File: src/logic/tms_pkg.sv
package tms_pkg;

    // bus addresses of the two variants
    localparam logic [6:0] TMS_ADDR_STD   = 7'h4C;
    localparam logic [6:0] TMS_ADDR_ALT   = 7'h4D;

    // register offsets seen through the pointer
    localparam logic [7:0] TMS_OFS_TRIG   = 8'h0F;
    localparam logic [7:0] TMS_OFS_FILT   = 8'h22;

    // filter/timeout register layout and reset value
    localparam int         TMS_TMO_EN_BIT = 7;
    localparam int         TMS_FILT_LSB   = 1;
    localparam int         TMS_FILT_MSB   = 3;
    localparam logic [7:0] TMS_FILT_RST   = 8'h01;
    localparam logic [7:0] TMS_PTR_RST    = 8'h00;

    // bits per byte slot and write bytes per transfer
    localparam logic [3:0] TMS_BITS       = 4'h8;
    localparam logic [1:0] TMS_MAX_BYTES  = 2'h2;

    // inactivity timeout
    localparam int         TMS_CLK_KHZ    = 125000;
    localparam int         TMS_TMO_MS     = 25;
    localparam int         TMS_TMO_CYC    = TMS_TMO_MS * TMS_CLK_KHZ;
    localparam int         TMS_TMO_W      = 22;

    // transfer phases
    typedef enum logic [2:0]
    {
        ST_IDLE,
        ST_ADDR,
        ST_ACK_ADDR,
        ST_WRITE,
        ST_ACK_WR,
        ST_READ,
        ST_READ_ACK
    } tms_state_t;

    // whole state of the serial slave
    typedef struct packed
    {
        tms_state_t             state;
        logic [3:0]             cnt;
        logic [7:0]             shift;
        logic                   rw;
        logic [1:0]             byte_idx;
        logic                   sda_low;
        logic [7:0]             ptr;
        logic [7:0]             filt;
        logic                   wr_pulse;
        logic [7:0]             wdata;
        logic                   trig;
        logic [TMS_TMO_W-1:0]   tmo_cnt;
        logic                   scl_q;
        logic                   sda_q;
    } tms_regs_t;

    // register write strobe towards the register file
    typedef struct packed
    {
        logic                   wr;
        logic [7:0]             addr;
        logic [7:0]             data;
    } tms_wr_t;

endpackage

File: src/logic/tms_serial_slave.sv
`timescale 1ns/10ps

// Overview of operation
// - write to 0x0F pulses trigger, data dropped
// - bit 7 of 0x22 enables 25 ms timeout
// - standard variant answers address 1001100
// - alternate variant answers address 1001101
// - shift in seven address bits plus direction
// - acknowledge on match, else idle till start
// - direction 0 writes, 1 reads
// - each byte is nine clock pulses
// - direction fixed until a fresh start
// - one or two write bytes, one read byte
// - first byte loads pointer, second writes register
// - read returns pointed register, pointer persists
// - separate read and write addresses possible
// - pointer must be loaded before relying on it
// - 0x22 top bit timeout, bits 3:1 filter
module tms_serial_slave
    import tms_pkg::*;
    #(
    parameter bit ALT_VARIANT = 1'b0,
    parameter int TMO_CYCLES  = TMS_TMO_CYC
    )
    (
    // clock and reset
    input  wire logic        clock_i,
    input  wire logic        rst_i,
    // serial bus pins
    input  wire logic        serial_clock_i,
    input  wire logic        serial_data_line_i,
    output logic             serial_data_line_o,
    output logic             serial_data_line_oe_o,
    // register file side
    output logic             reg_wr_o,
    output logic [7:0]       reg_addr_o,
    output logic [7:0]       reg_wdata_o,
    input  wire logic [7:0]  reg_rdata_i,
    // one-shot and filter outputs
    output logic             trigger_o,
    output logic [2:0]       alert_filter_o,
    output logic             timeout_en_o
    );

    ////////////////////////////////////////////////////////////////////////////

    tms_regs_t  st_reg;          // registered state
    tms_regs_t  st_next;         // next state
    logic [1:0] pins_sync;       // synced clock (1) and data (0)
    logic       scl_s;           // synced serial clock
    logic       sda_s;           // synced serial data
    logic       scl_rise;        // clock rising edge
    logic       scl_fall;        // clock falling edge
    logic       start_det;       // start condition seen
    logic       stop_det;        // stop condition seen
    logic [6:0] own_addr;        // our bus address
    logic [7:0] rd_byte;         // byte to send on read
    tms_wr_t    wr_bus;          // write strobe bundle

    // parameter checks at elaboration
    initial
    begin
        if (TMO_CYCLES < 1 || TMO_CYCLES >= (1 << TMS_TMO_W))
            $error("timeout count does not fit counter");
    end

    ////////////////////////////////////////////////////////////////////////////

    // bring both bus pins into the clock domain
    tms_sync
        #(
        .WIDTH     (2)
        )
    u_sync
        (
        .clock_i   (clock_i),
        .rst_i     (rst_i),
        .async_i   ({serial_clock_i, serial_data_line_i}),
        .rst_val_i (2'h3),
        .sync_o    (pins_sync)
        );

    assign scl_s = pins_sync[1];
    assign sda_s = pins_sync[0];

    ////////////////////////////////////////////////////////////////////////////

    // edge and condition detection on synced lines
    always_comb
    begin
        scl_rise  = scl_s & ~st_reg.scl_q;
        scl_fall  = ~scl_s & st_reg.scl_q;
        // start is falling data while clock high
        start_det = st_reg.scl_q & scl_s & st_reg.sda_q & ~sda_s;
        // rising data while clock high is stop
        stop_det  = st_reg.scl_q & scl_s & ~st_reg.sda_q & sda_s;
    end

    assign own_addr = ALT_VARIANT ? TMS_ADDR_ALT : TMS_ADDR_STD;

    // read data follows pointer, no write alias
    assign rd_byte = (st_reg.ptr == TMS_OFS_FILT) ? st_reg.filt : reg_rdata_i;

    ////////////////////////////////////////////////////////////////////////////

    // transfer state machine and register updates
    always_comb
    begin
        st_next          = st_reg;
        st_next.scl_q    = scl_s;
        st_next.sda_q    = sda_s;
        st_next.wr_pulse = 1'b0;
        st_next.trig     = 1'b0;

        // inactivity counter restarts on any bus edge
        if (st_reg.state == ST_IDLE || scl_s != st_reg.scl_q || sda_s != st_reg.sda_q)
            st_next.tmo_cnt = '0;
        else
            st_next.tmo_cnt = st_reg.tmo_cnt + 1'b1;

        if (stop_det)
        begin
            // stop ends any transfer
            st_next.state   = ST_IDLE;
            st_next.sda_low = 1'b0;
        end
        else if (start_det)
        begin
            st_next.state    = ST_ADDR;
            st_next.cnt      = '0;
            st_next.byte_idx = '0;
            st_next.sda_low  = 1'b0;
        end
        // timeout only when enable bit set
        else if (st_reg.filt[TMS_TMO_EN_BIT] &&
                 st_reg.tmo_cnt >= TMS_TMO_W'(TMO_CYCLES))
        begin
            st_next.state   = ST_IDLE;
            st_next.sda_low = 1'b0;
        end
        else
        begin
            case (st_reg.state)
                ST_IDLE:
                begin
                    // wait for start
                    st_next.sda_low = 1'b0;
                end
                ST_ADDR, ST_WRITE:
                begin
                    // shift in msb first on clock rise
                    if (scl_rise && st_reg.cnt < TMS_BITS)
                    begin
                        st_next.shift = {st_reg.shift[6:0], sda_s};
                        st_next.cnt   = st_reg.cnt + 1'b1;
                    end
                    // eighth bit done, ninth is acknowledge
                    else if (scl_fall && st_reg.cnt == TMS_BITS)
                    begin
                        st_next.cnt = '0;
                        if (st_reg.state == ST_ADDR)
                        begin
                            if (st_reg.shift[7:1] == own_addr)
                            begin
                                st_next.rw      = st_reg.shift[0];
                                st_next.sda_low = 1'b1;
                                st_next.state   = ST_ACK_ADDR;
                            end
                            else
                                st_next.state = ST_IDLE;
                        end
                        else if (st_reg.byte_idx < TMS_MAX_BYTES)
                        begin
                            st_next.sda_low  = 1'b1;
                            st_next.state    = ST_ACK_WR;
                            st_next.byte_idx = st_reg.byte_idx + 1'b1;
                            if (st_reg.byte_idx == 2'h0)
                                st_next.ptr = st_reg.shift;
                            else if (st_reg.ptr == TMS_OFS_TRIG)
                                st_next.trig = 1'b1;
                            else
                            begin
                                st_next.wr_pulse = 1'b1;
                                st_next.wdata    = st_reg.shift;
                                if (st_reg.ptr == TMS_OFS_FILT)
                                    st_next.filt = st_reg.shift;
                            end
                        end
                        else
                            // extra bytes not acknowledged
                            st_next.state = ST_IDLE;
                    end
                end
                ST_ACK_ADDR, ST_ACK_WR:
                begin
                    // release or send first bit after ninth pulse
                    if (scl_fall)
                    begin
                        st_next.cnt = '0;
                        if (st_reg.state == ST_ACK_ADDR && st_reg.rw)
                        begin
                            st_next.shift   = rd_byte;
                            st_next.sda_low = ~rd_byte[7];
                            st_next.state   = ST_READ;
                        end
                        else
                        begin
                            st_next.sda_low = 1'b0;
                            st_next.state   = ST_WRITE;
                        end
                    end
                end
                ST_READ:
                begin
                    // shift out on clock fall
                    if (scl_fall)
                    begin
                        st_next.cnt   = st_reg.cnt + 1'b1;
                        st_next.shift = {st_reg.shift[6:0], 1'b0};
                        if (st_reg.cnt == TMS_BITS - 1'b1)
                        begin
                            st_next.sda_low = 1'b0;
                            st_next.state   = ST_READ_ACK;
                        end
                        else
                            st_next.sda_low = ~st_reg.shift[6];
                    end
                end
                ST_READ_ACK:
                begin
                    // one byte only; idle on the acknowledge clock rise
                    st_next.sda_low = 1'b0;
                    if (scl_rise)
                        st_next.state = ST_IDLE;
                end
                default:
                begin
                    st_next.state   = ST_IDLE;
                    st_next.sda_low = 1'b0;
                end
            endcase
        end
    end

    ////////////////////////////////////////////////////////////////////////////

    // state register
    always_ff @(posedge clock_i)
    begin
        if (rst_i)
        begin
            st_reg          <= '0;
            st_reg.state    <= ST_IDLE;
            st_reg.ptr      <= TMS_PTR_RST;
            st_reg.filt     <= TMS_FILT_RST;
            st_reg.scl_q    <= 1'b1;
            st_reg.sda_q    <= 1'b1;
        end
        else
            st_reg <= st_next;
    end

    ////////////////////////////////////////////////////////////////////////////

    // outputs from registered state
    assign wr_bus.wr             = st_reg.wr_pulse;
    assign wr_bus.addr           = st_reg.ptr;
    assign wr_bus.data           = st_reg.wdata;
    assign reg_wr_o              = wr_bus.wr;
    assign reg_addr_o            = wr_bus.addr;
    assign reg_wdata_o           = wr_bus.data;
    assign trigger_o             = st_reg.trig;
    assign alert_filter_o        = st_reg.filt[TMS_FILT_MSB:TMS_FILT_LSB];
    assign timeout_en_o          = st_reg.filt[TMS_TMO_EN_BIT];
    // open drain: only ever pull low
    assign serial_data_line_o    = 1'b0;
    assign serial_data_line_oe_o = st_reg.sda_low;

endmodule

File: src/logic/tms_sync.sv
`timescale 1ns/10ps

// two-flop synchroniser for inputs from outside the clock domain
module tms_sync
    #(
    parameter int WIDTH = 1
    )
    (
    // clock and reset
    input  wire logic              clock_i,
    input  wire logic              rst_i,
    // asynchronous in, synchronous out
    input  wire logic [WIDTH-1:0]  async_i,
    input  wire logic [WIDTH-1:0]  rst_val_i,
    output logic      [WIDTH-1:0]  sync_o
    );

    logic [WIDTH-1:0] meta_reg;   // first stage, read only by second

    // check width at elaboration
    initial
    begin
        if (WIDTH < 1)
            $error("tms_sync width must be positive");
    end

    // two stages; reset both to the caller's idle level
    always_ff @(posedge clock_i)
    begin
        if (rst_i)
        begin
            meta_reg <= rst_val_i;
            sync_o   <= rst_val_i;
        end
        else
        begin
            meta_reg <= async_i;
            sync_o   <= meta_reg;
        end
    end

endmodule

File: config.mk
export PLATFORM = sky130hd
export DESIGN_NAME = tms_serial_slave
export DESIGN_NICKNAME = d
export VERILOG_FILES = /design/src/logic/tms_pkg.sv /design/src/logic/tms_serial_slave.sv /design/src/logic/tms_sync.sv
export SDC_FILE = /design/constraint.sdc
export NUM_CORES = 1
export LEC_CHECK = 0
export BUFFER_PORTS_ARGS = -buffer_cell sky130_fd_sc_hd__buf_2
export CAP_MARGIN = 20
export CORE_ASPECT_RATIO = 0.8
export CORE_MARGIN = 2
export CORE_UTILIZATION = 30
export DETAILED_ROUTE_END_ITERATION = 6
export SLEW_MARGIN = 5
export SYNTH_ARGS = -nofsm -noshare
export SYNTH_HDL_FRONTEND = slang
export SYNTH_SLANG_ARGS = --single-unit
File: constraint.sdc
create_clock -name clock_i -period 4.28 [get_ports clock_i]
set_input_delay 0.428 -clock clock_i [delete_from_list [all_inputs] [get_ports clock_i]]
set_output_delay 0.428 -clock clock_i [all_outputs]
set_load 0.05 [all_outputs]
Word level (Yosys, flattened, before mapping). Index checks and enable logic that the tools add are counted.

Register bits after elaboration: 73. Latch bits: 0. Bits in writable memories: 0. Bits in read-only memories: 0. Input port bits: 12. Output and inout bits: 24. Logic and storage cells: 162. Memories kept: 0.

Add/subtract/negate cells: 3. Multipliers: 0. Div/mod/pow operators: 0. Order comparisons: 3. Equal/unequal tests: 41. Shifts and indexed selects: 0. Multiplexer cells: 48. Bitwise operators: 21. Reductions and logical operators: 29.

Operator list (count): $mux W29 (8); $mux W30 (2); $mux W15 (3); $mux W8 (5); $ne A8 B8 Y1 const B (5); $pmux W12 S3 (1); $ne A4 B4 Y1 const B (7); $mux W26 (1); $mux W3 (8); $add A22 B1 Y22 const B (1); $ge A22 B22 Y1 const B (1); $ne A2 B2 Y1 const B (11); $reduce_and A7 Y1 (3); $mux W18 (1); $mux W17 (1); $reduce_and A8 Y1 (2); $pmux W3 S5 (1); $not A1 Y1 (14); $reduce_and A6 Y1 (2); $mux W1 (11); $reduce_and A11 Y1 (1); $reduce_and A10 Y1 (1); $eq A3 B3 Y1 const B (3); $ne A3 B3 Y1 const B (3); other kinds (31) (49).

Depth between registers and ports, before layout.
Depth after elaboration: 18. Mapped depth: 10. Mapped depth without buffers: 8.

By module. Synthesis repeated with hierarchy kept, for this count alone.

Cells, all modules: 446. Area, all modules: 3808.7 um2.

Modules (own cells, without submodules): tms_serial_slave (times used 1, cells an instance 438, area each 3683.5 um2, seq. area each 1381.3 um2); tms_sync (times used 1, cells an instance 8, area each 125.1 um2, seq. area each 80.1 um2).

Worst setup path before layout. OpenSTA, ideal clock, no wires.

Path kind: register -> register. Start: register st_reg (netlist bit timeout_en_o). End: register st_reg[54] (netlist name). Setup time: 0.128 ns. Data arrival time: 1.927 ns. Data required time: 4.152 ns. Slack: 2.225 ns. Cell stages (with the launch flop): 8. Clock period less this slack: 2.055 ns. Cell sequence: dfxtp_1 -> and3_1 -> a22oi_1 -> and2_1 -> a31oi_1 -> buf_2 -> nor4_1 -> o21bai_1.

Longest elaborated chain between the ends: 3.

RTL lines: from (decl) (RTL line tms_serial_slave.sv:47) `tms_regs_t st_reg;`; from (signal assigned) (RTL line tms_serial_slave.sv:260) `st_reg <= st_next;`; $logic_and A1 B1 Y1 (RTL line tms_serial_slave.sv:135) `else if (st_reg.filt[TMS_TMO_EN_BIT] &&`; $not A1 Y1 (no source line); $reduce_and A8 Y1 (no source line).

No other way between the ends. A chain may end at the register's enable or synchronous reset.

Final worst setup path.
Start: register st_reg[1] (netlist name). End: register st_reg[40] (netlist name).

Longest elaborated chain between the ends: 5. Elaborated cells between the ends (all ways): 18. Classes of those cells: eq/ne: 4; bitwise: 11; reduce/logical: 3.

RTL lines: $and A1 B1 Y1 or $not A1 Y1 (tied branches) (RTL line tms_serial_slave.sv:94, tms_serial_slave.sv:96, tms_serial_slave.sv:91); $and A1 B1 Y1 (on tied branches) (RTL line tms_serial_slave.sv:94, tms_serial_slave.sv:91, tms_serial_slave.sv:96); $and A1 B1 Y1 (tied with other cells) (RTL line tms_serial_slave.sv:94) `start_det = st_reg.scl_q & scl_s & st_reg.sda_q & ~sda_s;`; $ne A8 B8 Y1 (no source line) or $not A1 Y1 (tied branches); $reduce_and A11 Y1 (no source line) (*).

Mark *: on every way between the ends. The rest lies on a longest branch, timed or not.

==> flow_metrics.env <==
export IMPL_synthTopCellsByCount="dfxtp_1 (73), nor2_1 (43), mux2i_1 (25)"
export IMPL_fin_util_pct=34.6
export IMPL_grt_setup_unrepaired="no"
export IMPL_post_cts_buffers=0
export IMPL_syn_nets=474
export IMPL_synth_ff_type="dfxtp_1"
export IMPL_die_area_mm2=0.0141
export IMPL_leakagePower_nw=1.66
export IMPL_ctsLongestPathBuffers=2
export IMPL_cp_max_fo=18
export IMPL_crit_slowest_cell="and3_1"
export IMPL_max_stage_delay_ns=0.57
export IMPL_finalCritPeriodShare_pct=61.9
export IMPL_final_max_slew_viol_count=0
export IMPL_area_growth_synth_to_final_pct=12.6
export IMPL_synth_edf_count=0
export IMPL_min_period_ns=2.65
export IMPL_fp_dieH_um=107
export IMPL_antenna_found_initial=0
export IMPL_grt_pass1_wl_um=15200
export IMPL_numCtsBuffers=9
export IMPL_dp_cells=622
export IMPL_yosys_cell_types_count=63
export IMPL_finalSetupTns_ns=0
export IMPL_async_reset_ff_share_pct=0
export IMPL_reg2reg_depth=7
export IMPL_crit_type="flop to flop"
export IMPL_drtIter0Drc=201
export IMPL_place_gp_congestion=0.899
export IMPL_cp_depth=7
export IMPL_htreeDepth=3
export IMPL_cts_hold_buf=0
export IMPL_num_antenna_cells=0
export IMPL_io_buffers=34
export IMPL_ys_seq_area_share_pct=37.0
export IMPL_start_kind="flop"
export IMPL_synth_top_area_cell="dfxtp_1"
export IMPL_worstPathCellList="ha_1 > and4b_1 > and2_1 > and3_1 > nand3_1 > o21ai_0 > a21oi_1"
export IMPL_overflow=0
export IMPL_ys_warn_count=0
export IMPL_netlist_area_mm2=0.00395
export IMPL_crit_buf_inv=0
export IMPL_via_count=3238
export IMPL_slew_headroom_pct=42.8
export IMPL_dp_hpwl_um=6550
export IMPL_hold_path_class="input port to flop"
export IMPL_yosysMostFrequentCell="dfxtp_1"
export IMPL_cts_sinks=73
export IMPL_crit_family="simple AND/OR/NAND/NOR gates"
export IMPL_drive_above_1_share_pct=16.8
export IMPL_grt_max_degree=55
export IMPL_final_nets=479
export IMPL_synthTopCellsByArea="dfxtp_1 (37%), mux2i_1 (6.3%), nor2_1 (4.1%)"
export IMPL_cts_repair_resized=0
export IMPL_wl_per_cell_um=14.4
export IMPL_netlist_instances=455
export IMPL_die_w_um=132
export IMPL_start_util_pct=30.7
export IMPL_wl_met3_um=395
export IMPL_endpoint_kind="flop"
export IMPL_fillCellCount=1373
export IMPL_core_mm2=0.0129
export IMPL_ys_ff_latch=73
export IMPL_drv_cap=0
export IMPL_first_global_vias=3013
export IMPL_hold_viol=0
export IMPL_drc_errors=0
export IMPL_final_antenna_net_count=0
export IMPL_io_pins=36
export IMPL_top_layer_used="met4"
export IMPL_fmax_mhz=377
export IMPL_cts_root_buffer="clkbuf_16"
export IMPL_cellPowerDensity_mw_per_mm2=349
export IMPL_required_ns=4.45
export IMPL_tightest_slew_ns=0.859
export IMPL_final_cells=640
export IMPL_wl_um=9190
export IMPL_vias_per_cell=5.06
export IMPL_wl_met2_um=4060
export IMPL_ir_drop_mv=0.195
export IMPL_dr_pass1_iters=4
export IMPL_finalPower_mw=1.56
export IMPL_synth_top_cell_area_share_pct=37.0
export IMPL_hold_depth=2
export IMPL_status="complete, no violations"
export IMPL_avgSynthCellArea_um2=8.69
export IMPL_m1WireLength_um=4590
export IMPL_tritoncts="done"
export IMPL_num_rows=37
export IMPL_clock_latency_ns=0.33
export IMPL_crit_arrival_ns=2.82
export IMPL_largest_reg_flops=46
export IMPL_setup_viol=0
export IMPL_grt_total_usage_pct=13.4
export IMPL_clock_skew_final_ns=0.00673
export IMPL_path_clk_slew_ns=0.06
[report_power, final]
group / total [mW] / internal, mW / switching, mW
clock network: 0.822 / 0.540 / 0.282
registers: 0.687 / 0.683 / 0.00399
logic: 0.0466 / 0.0170 / 0.0296
[per-stage QoR]
| stage | hold slack, ns | setup slack [ns] | instance area, um2 |
|---|---|---|---|
| 6_report | 0.290 | 1.63 | 4450 |
| 3_3_place_gp | 0.396 | 1.87 | 4110 |
| 2_1_floorplan | 0.389 | 2.23 | 3950 |
| 4_1_cts | 0.287 | 1.67 | 4440 |
| 5_1_grt | 0.295 | 1.42 | 4450 |
| 3_5_place_dp | 0.406 | 1.68 | 4110 |
[final timing paths]
kind	startpoint	to	slack, ns
worst min-delay path	serial_clock_i	u_sync.meta_reg[1]	0.29
worst min register to register	u_sync.meta_reg[0]	u_sync.sync_o[0]	0.42
worst max-delay path	st_reg[1]	st_reg[40]	1.63
worst max register to register	st_reg[1]	st_reg[40]	1.63
[cell families (layout without fill, tap and decap cells)]
family | count (synthesis) | count (layout) | share of synthesized area, %
mux | 26 | 26 | 6.62
buf+inv | 55 | 65 | 7.31
fa+ha+maj | 7 | 7 | 2.22
other cells | 1 | 1 | 0.0949
compound gates | 88 | 88 | 15.2
xor+xnor | 21 | 21 | 4.65
simple gates | 184 | 184 | 26.9
flops | 73 | 73 | 37.0
[cell type report]
cell class | count | area (um2) | area share (%)
clock buffers | 11 | 253 | 5.68
flip-flops and latches | 73 | 1460 | 32.8
well taps | 175 | 219 | 4.92
inverters | 12 | 45.0 | 1.01
multi-input cells | 327 | 2200 | 49.5
repair buffers | 37 | 193 | 4.33
clock inverters | 5 | 77.6 | 1.74
[routing by layer]
metal,vias up,global-route usage [%]
li1,1628,-
met1,1522,18.9
met2,77,20.3
met3,11,2.70
met4,0,4.99
met5,-,0
[cells in the final DEF, fill, tap and decap left out, drive strengths merged, types with 15 or more instances in the layout]
cell type / synthesis / layout
dfxtp: 73 / 73
nor2: 44 / 44
buf: 26 / 37
mux2i: 25 / 25
a21oi: 22 / 22
nand4: 20 / 20
nand2b: 19 / 19
o21ai: 17 / 17
nand2: 16 / 16
nor3: 15 / 15
(Power assumes the default switching activity.)
